**config.mk**
```make
export PLATFORM = sky130hd
export DESIGN_NAME = pcsd_decode
export DESIGN_NICKNAME = d
export VERILOG_FILES = /design/src/pcsd_pkg.sv /design/src/pcsd_decode.sv /design/src/pcsd_map.sv
export VERILOG_INCLUDE_DIRS = /design/src
export SDC_FILE = /design/constraint.sdc
export NUM_CORES = 1
export LEC_CHECK = 0
export ABC_AREA = 1
export BUFFER_PORTS_ARGS = -buffer_cell sky130_fd_sc_hd__buf_2
export CORE_MARGIN = 4
export CORE_UTILIZATION = 48
export CTS_BUF_LIST = sky130_fd_sc_hd__clkbuf_4 sky130_fd_sc_hd__clkbuf_8
export DETAILED_ROUTE_END_ITERATION = 7
export GPL_TIMING_DRIVEN = 0
export PLACE_DENSITY = 0.88
export SKIP_CTS_REPAIR_TIMING = 1
export SLEW_MARGIN = 0
export SYNTH_ARGS = -nofsm -noshare
export SYNTH_HDL_FRONTEND = slang
export SYNTH_SLANG_ARGS = --single-unit
```
**constraint.sdc**
```tcl
create_clock -name CLK_SYS -period 4.1 [get_ports CLK_SYS]
set_clock_uncertainty 0.2 [all_clocks]
set_input_delay 0.615 -clock CLK_SYS [delete_from_list [all_inputs] [get_ports CLK_SYS]]
set_output_delay 0.615 -clock CLK_SYS [all_outputs]
set_load 0.03 [all_outputs]
```
**src/pcsd_consts.svh**
```systemverilog
// constants for the port configuration space decoder
`ifndef PCSD_CONSTS_SVH
`define PCSD_CONSTS_SVH

// port base addresses in the system map
`define PCSD_BASE_P0      16'h0000
`define PCSD_BASE_P2      16'h2000
`define PCSD_BASE_P4      16'h4000
// port select lives in system address bits 15:13
`define PCSD_SEL_MSB      15
`define PCSD_SEL_LSB      13
`define PCSD_SEL_P0       3'h0
`define PCSD_SEL_P2       3'h1
`define PCSD_SEL_P4       3'h2
// offset field width within a port space
`define PCSD_OFS_W        13
// 128-byte register group index inside an offset
`define PCSD_GRP_MSB      11
`define PCSD_GRP_LSB      7
// region boundaries inside a port space (byte offsets)
`define PCSD_STD_LAST     13'h0FFF
`define PCSD_GLOBAL_FIRST 13'h0400
`define PCSD_GLOBAL_LAST  13'h07FF
`define PCSD_MSI_FIRST    13'h00D0
`define PCSD_MSI_LAST     13'h00DC
`define PCSD_ZERO_DATA    32'h0000_0000
`define PCSD_ALL_ONES     32'hFFFF_FFFF

`endif

```
**src/pcsd_pkg.sv**
```systemverilog
// types shared by the port configuration space decoder
package pcsd_pkg;

    // which port owns an access
    typedef enum logic [1:0]
    {
        PCSD_PORT_UP,
        PCSD_PORT_DN_A,
        PCSD_PORT_DN_B,
        PCSD_PORT_NONE
    } pcsd_port_t;

    // origin of an access
    typedef enum logic [1:0]
    {
        PCSD_SRC_CFG,
        PCSD_SRC_EEPROM,
        PCSD_SRC_SMBUS
    } pcsd_src_t;

    // incoming register access
    typedef struct packed
    {
        logic        valid;
        logic        write;
        pcsd_src_t   src;
        logic [1:0]  port_idx;   // config requests name a port directly
        logic [15:0] addr;       // offset for config, system addr otherwise
        logic [3:0]  be;
        logic [31:0] wdata;
    } pcsd_req_t;

    // decoded access sent toward the register storage
    typedef struct packed
    {
        logic        valid;
        logic        write;
        pcsd_port_t  port;
        logic [12:0] offset;
        logic [3:0]  be;
        logic [31:0] wdata;
    } pcsd_dec_t;

    // completion returned to the requester
    typedef struct packed
    {
        logic        valid;
        logic        defined;
        logic [31:0] rdata;
    } pcsd_cpl_t;

endpackage

```
**src/pcsd_decode.sv**
```systemverilog
// port config space decoder: address forming, port select, undefined policy
// Operation
// - every register belongs to one port space
// - system address is port base plus offset
// - eeprom and smbus accesses use system address
// - upstream port 0 based at 0x0000
// - downstream port 2 based at 0x2000
// - downstream port 4 based at 0x4000
// - global and test registers upstream only
// - msi capability downstream only
// - config read of undefined offset returns zero
// - smbus undefined read data is arbitrary
// - undefined writes complete, change nothing
`timescale 1ns/10ps
`default_nettype none
`include "pcsd_consts.svh"

module pcsd_decode
    import pcsd_pkg::*;
#(
    parameter logic [31:0] IMPL_MASK_UP = 32'hFFFF_FFFF,
    parameter logic [31:0] IMPL_MASK_DN = 32'h0000_FFFF
)
(
    // clock and reset
    input  wire logic        CLK_SYS,
    input  wire logic        RESET,
    // access request
    input  wire pcsd_req_t   REQ,
    // register storage side
    output pcsd_dec_t        DEC,
    output logic [15:0]      SYS_ADDR,
    input  wire logic [31:0] STORE_RDATA,
    // completion
    output pcsd_cpl_t        CPL
);

    // ==============================================================
    // port base lookup, used for forming the system address
    function automatic logic [15:0] port_base(input pcsd_port_t p);
        logic [15:0] b;
        b = `PCSD_BASE_P0;
        unique case (p)
            PCSD_PORT_UP:   b = `PCSD_BASE_P0;
            PCSD_PORT_DN_A: b = `PCSD_BASE_P2;
            PCSD_PORT_DN_B: b = `PCSD_BASE_P4;
            PCSD_PORT_NONE: b = `PCSD_BASE_P0;
        endcase
        return b;
    endfunction

    // upper bits pick the owning port
    function automatic pcsd_port_t port_of(input logic [15:0] a);
        pcsd_port_t p;
        p = PCSD_PORT_NONE;
        unique case (a[`PCSD_SEL_MSB:`PCSD_SEL_LSB])
            `PCSD_SEL_P0: p = PCSD_PORT_UP;
            `PCSD_SEL_P2: p = PCSD_PORT_DN_A;
            `PCSD_SEL_P4: p = PCSD_PORT_DN_B;
            default:      p = PCSD_PORT_NONE;
        endcase
        return p;
    endfunction

    // ==============================================================
    // combinational decode of the current request
    pcsd_port_t  cur_port;
    logic [15:0] cur_sys;
    logic [12:0] cur_ofs;
    logic        ofs_wide;
    logic        cur_def;

    always_comb
    begin
        cur_port = PCSD_PORT_NONE;
        cur_sys  = REQ.addr;
        ofs_wide = 1'b0;
        if (REQ.src == PCSD_SRC_CFG)
        begin
            // config requests arrive with port and bare offset
            cur_port = pcsd_port_t'(REQ.port_idx);
            ofs_wide = REQ.addr[`PCSD_SEL_MSB:`PCSD_OFS_W] != '0;
            cur_sys  = port_base(cur_port) + REQ.addr;
        end
        else
        begin
            // eeprom and smbus already speak system addresses
            cur_port = port_of(REQ.addr);
        end
        cur_ofs = cur_sys[`PCSD_OFS_W-1:0];
    end

    pcsd_map u_map
    (
        .port         (cur_port),
        .offset       (cur_ofs),
        .impl_mask_up (IMPL_MASK_UP),
        .impl_mask_dn (IMPL_MASK_DN),
        .defined      (cur_def)
    );

    logic hit;
    assign hit = cur_def && !ofs_wide && (cur_port != PCSD_PORT_NONE);

    // ==============================================================
    // request forwarded to storage: only defined locations see strobes
    pcsd_dec_t   dec_reg;
    logic [15:0] sys_reg;

    always_ff @(posedge CLK_SYS)
    begin
        if (RESET)
        begin
            dec_reg <= '0;
            sys_reg <= `PCSD_BASE_P0;
        end
        else
        begin
            dec_reg.valid  <= REQ.valid && hit;
            dec_reg.write  <= REQ.write;
            dec_reg.port   <= cur_port;
            dec_reg.offset <= cur_ofs;
            dec_reg.be     <= REQ.be;
            dec_reg.wdata  <= REQ.wdata;
            sys_reg        <= cur_sys;
        end
    end

    assign DEC      = dec_reg;
    assign SYS_ADDR = sys_reg;

    // ==============================================================
    // completion stage one cycle after forward; read data from storage
    logic       pend_reg;
    logic       pend_def_reg;
    logic       pend_wr_reg;
    pcsd_src_t  pend_src_reg;

    always_ff @(posedge CLK_SYS)
    begin
        if (RESET)
        begin
            pend_reg     <= 1'b0;
            pend_def_reg <= 1'b0;
            pend_wr_reg  <= 1'b0;
            pend_src_reg <= PCSD_SRC_CFG;
        end
        else
        begin
            pend_reg     <= REQ.valid;
            pend_def_reg <= hit;
            pend_wr_reg  <= REQ.write;
            pend_src_reg <= REQ.src;
        end
    end

    // completion data chosen by origin when offset is undefined
    pcsd_cpl_t cpl_reg;

    always_ff @(posedge CLK_SYS)
    begin
        if (RESET)
        begin
            cpl_reg <= '0;
        end
        else
        begin
            cpl_reg.valid   <= pend_reg;         // writes always complete
            cpl_reg.defined <= pend_def_reg;
            if (!pend_reg || pend_wr_reg)
                cpl_reg.rdata <= `PCSD_ZERO_DATA;
            else if (pend_def_reg)
                cpl_reg.rdata <= STORE_RDATA;
            else if (pend_src_reg == PCSD_SRC_CFG)
                cpl_reg.rdata <= `PCSD_ZERO_DATA;
            else
                cpl_reg.rdata <= `PCSD_ALL_ONES;
        end
    end

    assign CPL = cpl_reg;

endmodule
`default_nettype wire

```
**src/pcsd_map.sv**
```systemverilog
// combinational region map: is an offset defined for a given port
`timescale 1ns/10ps
`default_nettype none
`include "pcsd_consts.svh"

module pcsd_map
    import pcsd_pkg::*;
(
    // decoded location
    input  wire pcsd_port_t  port,
    input  wire logic [12:0] offset,
    input  wire logic [31:0] impl_mask_up,
    input  wire logic [31:0] impl_mask_dn,
    // verdict
    output logic             defined
);

    // ==============================================================
    // region classification
    logic in_std;
    logic in_global;
    logic in_msi;
    logic grp_ok;

    always_comb
    begin
        in_std    = offset <= `PCSD_STD_LAST;
        in_global = (offset >= `PCSD_GLOBAL_FIRST) &&
                    (offset <= `PCSD_GLOBAL_LAST);
        in_msi    = (offset >= `PCSD_MSI_FIRST) &&
                    (offset <= `PCSD_MSI_LAST);
        // implementation masks mark which 128-byte groups hold registers
        grp_ok    = 1'b0;
        unique case (port)
            PCSD_PORT_UP:
                grp_ok = impl_mask_up[offset[`PCSD_GRP_MSB:`PCSD_GRP_LSB]]
                         && !in_msi;
            PCSD_PORT_DN_A, PCSD_PORT_DN_B:
                grp_ok = (impl_mask_dn[offset[`PCSD_GRP_MSB:`PCSD_GRP_LSB]]
                          || in_msi)
                         && !in_global;
            PCSD_PORT_NONE:
                grp_ok = 1'b0;
        endcase
        defined = in_std && grp_ok;
    end

endmodule
`default_nettype wire

```
Word level (Yosys, flattened, before mapping) --
Memory sizes are Yosys's and may differ from the RTL's. Index checks and enable logic that the tools add are counted.
Word-level totals: register bits 107, latch bits 0, memory bits (writable) 0, ROM bits 64, bits of input ports 92, output and inout bits 103, logic and storage cells 65, memories kept 2
Memories:
- (no name shown) | depth 32, width 1, rd ports 1, clocked after Yosys merged registers in 0, wr ports 0, RTL line pcsd_map.sv:39 | grp_ok = (impl_mask_dn[offset[`PCSD_GRP_MSB:`PCSD_GRP_LSB]]
- (no name shown) | depth 32, width 1, rd ports 1, clocked after Yosys merged registers in 0, wr ports 0, RTL line pcsd_map.sv:36 | grp_ok = impl_mask_up[offset[`PCSD_GRP_MSB:`PCSD_GRP_LSB]]
Operators by class: $add $sub $neg 1, multipliers 0, div/mod/pow operators 0, order comparisons 6, equality and inequality tests 9, shift operators 0, muxes and demuxes 11, bitwise gates (word level) 0, reductions and logical operators 23
Operator list (number):
- 32-bit two-way mux | 2
- 16-bit case mux with 3 select lines | 1
- 16-bit two-way mux | 2
- 16-bit adder | 1
- 13-bit by 11-bit >= comparator with 1-bit output (second input constant) | 1
- 13-bit by 8-bit >= comparator with 1-bit output (second input constant) | 1
- 13-bit by 11-bit less-or-equal comparator with 1-bit output (second input constant) | 1
- 13-bit by 12-bit less-or-equal comparator with 1-bit output (second input constant) | 1
- 13-bit by 8-bit less-or-equal comparator with 1-bit output (second input constant) | 1
- 2-bit == test (second input constant) | 4
- 1-bit logical AND | 8
- 2-bit logical NOT | 4
- 5-bit by 6-bit < comparator with 1-bit output (second input constant) | 1
- 2-bit case mux with 3 select lines | 1
- 2-bit OR reduction | 3
- 2-bit by 1-bit == test with 1-bit output (second input constant) | 2
- 1-bit logical NOT | 4
- 3-bit by 1-bit == test with 1-bit output (second input constant) | 1
- 3-bit by 2-bit == test with 1-bit output (second input constant) | 1
- 3-bit logical NOT | 1
- 1-bit two-way mux | 3
- 1-bit case mux with 3 select lines | 1
- 3-bit nonzero test | 1
- 1-bit logical OR | 2
- 2 further kinds | 2

Longest topological paths before layout --
word-level depth 15, mapped depth 11, gate-level depth less buffers 11

By module --
A second synthesis with hierarchy kept.
Unflattened totals: cells, all modules 542, area, all modules 4045.1 µm²
Modules (own cells, without submodules):
- pcsd_decode | times used 1, cells each 342, area an instance 3161.8 µm², seq. area each 1881.8 µm²
- pcsd_map | times used 1, cells each 200, area an instance 883.3 µm², seq. area each 0.0 µm²

Worst setup path after synthesis --
Ideal clock, no wire load.
path kind input to register, start point input port REQ[55] (netlist bit), end point register dec_reg, in the netlist DEC[52], setup time 0.064 ns, arrival time 1.597 ns, required time 3.836 ns, slack 2.239 ns, stages 10, buffers on the path 0, path through nor2_4 > inv_2 > o21ai_2 > inv_1 > ha_1 > nor3_1 > nand2_1 > nor2_1 > nand2_1 > nor2_1
Between the ends: elaborated cells between the ends (all ways) 32, classes of those cells 5 x order compare; 4 x eq/ne; 6 x mux; 15 x reduce/logical; 2 x memory
RTL lines:
- from (decl) | RTL line pcsd_decode.sv:29 | input wire pcsd_req_t REQ,
- 2-bit logical NOT * | RTL line pcsd_decode.sv:78 | if (REQ.src == PCSD_SRC_CFG)
- 2-bit two-way mux * | RTL line pcsd_decode.sv:78
- via cur_port[0] | RTL line pcsd_decode.sv:67 | pcsd_port_t cur_port;
- 2-bit by 1-bit == test with 1-bit output or 2-bit == test (tied branches) | RTL line pcsd_map.sv:34 | unique case (port)
- 2-bit OR reduction | RTL line pcsd_map.sv:34
- 1-bit case mux with 3 select lines | RTL line pcsd_map.sv:34
- 1-bit logical AND | RTL line pcsd_map.sv:45 | defined = in_std && grp_ok;
- 1-bit logical AND | RTL line pcsd_decode.sv:103 | assign hit = cur_def && !ofs_wide && (cur_port != PCSD_PORT_NONE);
- 1-bit logical AND * | RTL line pcsd_decode.sv:103
- 1-bit logical AND * | RTL line pcsd_decode.sv:119 | dec_reg.valid <= REQ.valid && hit;
- to (decl) | RTL line pcsd_decode.sv:107 | pcsd_dec_t dec_reg;
Mark *: on every way through the listed nets, which the timed path passes. The rest lies on a longest branch. The select of a mux whose other input is x is not followed. A chain may end at the register's enable or synchronous reset.

==> summary.md <==
| Metric | Value |
|---|---|
| Final slew viol count | `0` |
| Critical Path End Type | `primary output` |
| Status | `finished, final reports clean` |
| CP Launch Type | `flop` |
| Fmax | `556 MHz` |
| Critical path class | `reg -> out` |
| Max reg flops | `51` |
| Pin count of the biggest net entering global routing | `16` |
| Syn Inst Count | `roughly 350` |
| Setup ws final | `approximately 2.3 ns` |
| Die span in y | `89.7 microns` |
| PD cells | `421 nW/um^2` |
| Combinational power share | `15.1%` |
| Root Buffer | `clkbuf_8` |
| Flop pwr share | `51.1%` |
| Grt total ovfl | `0` |
| Number of port buffers | `194` |
| Worst hold path type | `reg -> reg` |
| Setup WS pre-CTS | `1.95 ns` |
| Post-synthesis sequential area ratio | `58.8%` |
| Synth-to-layout area growth | `40.0%` |
| Slew @ Worst Pin | `0.234 ns` |
| Critical path startpoint | `DEC[47]$_SDFF_PP0_` |
| Antenna viol nets, final | `0` |
| Ys Warns | `0` |
| H-tree levels | `3` |
| Clock Pin Slew Worst Setup and Hold Paths | `0.08 ns` |
| Average size of a mapped cell | `9.09 sq um` |
| Starting Density | `approximately half` |
| Top-Level Pins | `roughly 200` |
| Fin. Hold Viols | `0` |
| Minimum hold slack | `around 0.27 ns` |
| Commonest cells after routing, fill and taps aside | `200 x buf_2, 94 x dfxtp_1, 69 x nor2_1` |
| Int Pwr | `1.38 mW` |
| Switching pwr | `0.509 mW` |
| Routed WL per cell | `12.7 microns` |
| CTS buffer count | `9` |
| Drt via density | `4.32` |
| Fin crit period | `1.80 ns` |
| N_diodes | `0` |
| # DRC | `0` |
| DR vias | `approximately 2.8k` |
| Sum of negative setup slack | `0 ns` |
| Clock power share | `33.8%` |
| Chip Width | `89.7 microns` |
| Leak | `2.49 nW` |
| Antenna violations before repair | `0` |
| Maximum root-to-sink buffer count | `2` |
| Switching part of the total | `27.0%` |
| Unrepaired setup endpoints after global routing | `false` |
| Max-Cap Viols | `0` |
| GPL Wtd Cong | `between 0.7 and 0.8` |
| Hold path startpoint | `pend_reg$_SDFF_PP0_` |
| Core Region | `6420 sq um` |
| Vias in the first global route | `approximately 2.7k` |
| CTS tree | `yes` |
| Post-Syn Area | `3200 sq um` |
| Row count | `29` |
| FF+latch count, synth | `94` |
| GRT Total Usage | `19.8%` |
| Final setup fails | `0` |
| Clk_lat worst skew | `0.34 ns` |
| Synthesized Nets | `448` |
| Fin nets | `653` |
| Crit path arrival time | `just under 1 ns` |
| Total Wirelength | `8090 microns` |
| Max FO, Critical Path | `2` |
| Period Utilization, post-route | `43.9%` |
| DRT Pass-1 Iters | `4` |
| Final HPWL DP | `around 6500 microns` |
| Design Area, Final | `4480 sq um` |
| DRT iter0 DRCs | `86` |
| Synth cell types | `19` |
| Dpl cell area | `4270 sq um` |
| Layout cells sized above 1 | `49.6%` |
| Worst R2R Start | `pend_def_reg$_SDFF_PP0_` |
| First-pass GRT wire length | `roughly 12000 microns` |
| CTS sink cnt | `94` |
| Die area | `8040 sq um` |
| Utilization after layout | `69.8%` |
| Commonest non-fill, non-tap cell in the layout | `buf_2` |
| Worst VDD drop | `0.232 mV` |
| Slew Limit Headroom | `84.4%` |
| WP data required | `3.28 ns` |
stage by stage:
| step | std cells | total power [mW] |
|---|---|---|
| floorplan | 352 | 1.16 |
| global placement | 623 | 1.26 |
| detailed placement | 623 | 1.27 |
| CTS | 639 | 1.90 |
| global route | 639 | 1.97 |
| finish | 639 | 1.89 |
layout make-up:
class | instances | area [sq um]
fillers | 490 | 1940
flip-flops and latches | 94 | 1880
repair buffers | 194 | 971
multi-input cells | 161 | 846
inverters | 67 | 251
plain buffers | 30 | 221
clock buffers | 12 | 159
well taps | 77 | 96.3
clock inverters | 4 | 53.8
cells in the mapped netlist:
| master | instances | area share, % |
|---|---|---|
| dfxtp_1 | 94 | 59 |
| nor2_1 | 69 | 8.1 |
| inv_1 | 64 | 7.5 |
| nand2_1 | 40 | 4.7 |
| a21oi_2 | 30 | 8.2 |
| buf_4 | 21 | 4.9 |
| buf_2 | 6 | 0.94 |
| a21oi_1 | 5 | 0.78 |
| o21ai_0 | 4 | 0.63 |
| buf_6 | 3 | 1.1 |
| ha_1 | 3 | 1.2 |
| inv_2 | 3 | 0.35 |
| o21ai_2 | 3 | 0.82 |
| nor2_4 | 2 | 0.70 |
| fa_1 | 1 | 0.63 |
| nand2_2 | 1 | 0.20 |
| nand3_1 | 1 | 0.16 |
| nand4_1 | 1 | 0.20 |
| nor3_1 | 1 | 0.16 |
logic make-up (layout without fill, tap and decap cells):
group / Yosys count / count (layout) / synth area share, %
flip-flops: 94 / 94 / 58.8
adder cells (fa/ha/maj): 4 / 4 / 1.80
AO/OA/AOI/OAI: 42 / 42 / 10.4
AND/OR/NAND/NOR: 115 / 115 / 14.2
buffers and inverters: 97 / 307 / 14.8
power by group through the flow:
stage	clock network (mW)	registers (mW)	logic, mW
6_report	0.637	0.964	0.285
5_1_grt	0.688	0.968	0.309
4_1_cts	0.646	0.964	0.288
3_5_place_dp	0	0.986	0.287
3_3_place_gp	0	0.984	0.280
2_1_floorplan	0	1.06	0.100
routing by layer:
layer | global-route usage (%) | routed length (microns) | vias up | part of all wire, %
met5 | 0 | 0 | - | 0
met4 | 10.1 | 223 | 0 | 2.8
met3 | 4.65 | 645 | 20 | 8.0
met2 | 36.1 | 4210 | 111 | 52
met1 | 21.0 | 3010 | 1208 | 37
li1 | - | - | 1422 | -
worst paths after layout:
kind / cells after the start / to / slack, ns
hold / removal: 2 / CPL[33]$_SDFF_PP0_ / 0.27
hold reg to reg: 2 / CPL[33]$_SDFF_PP0_ / 0.27
setup / recovery: 2 / SYS_ADDR[11] / 2.30
setup reg to reg: 5 / CPL[14]$_SDFF_PP0_ / 2.83
critical path: stages, from the launching register on:
cell and delay [ns]:
dfxtp_1 0.36, buf_4 0.11, buf_2 0.18
(Power assumes the default switching activity.)
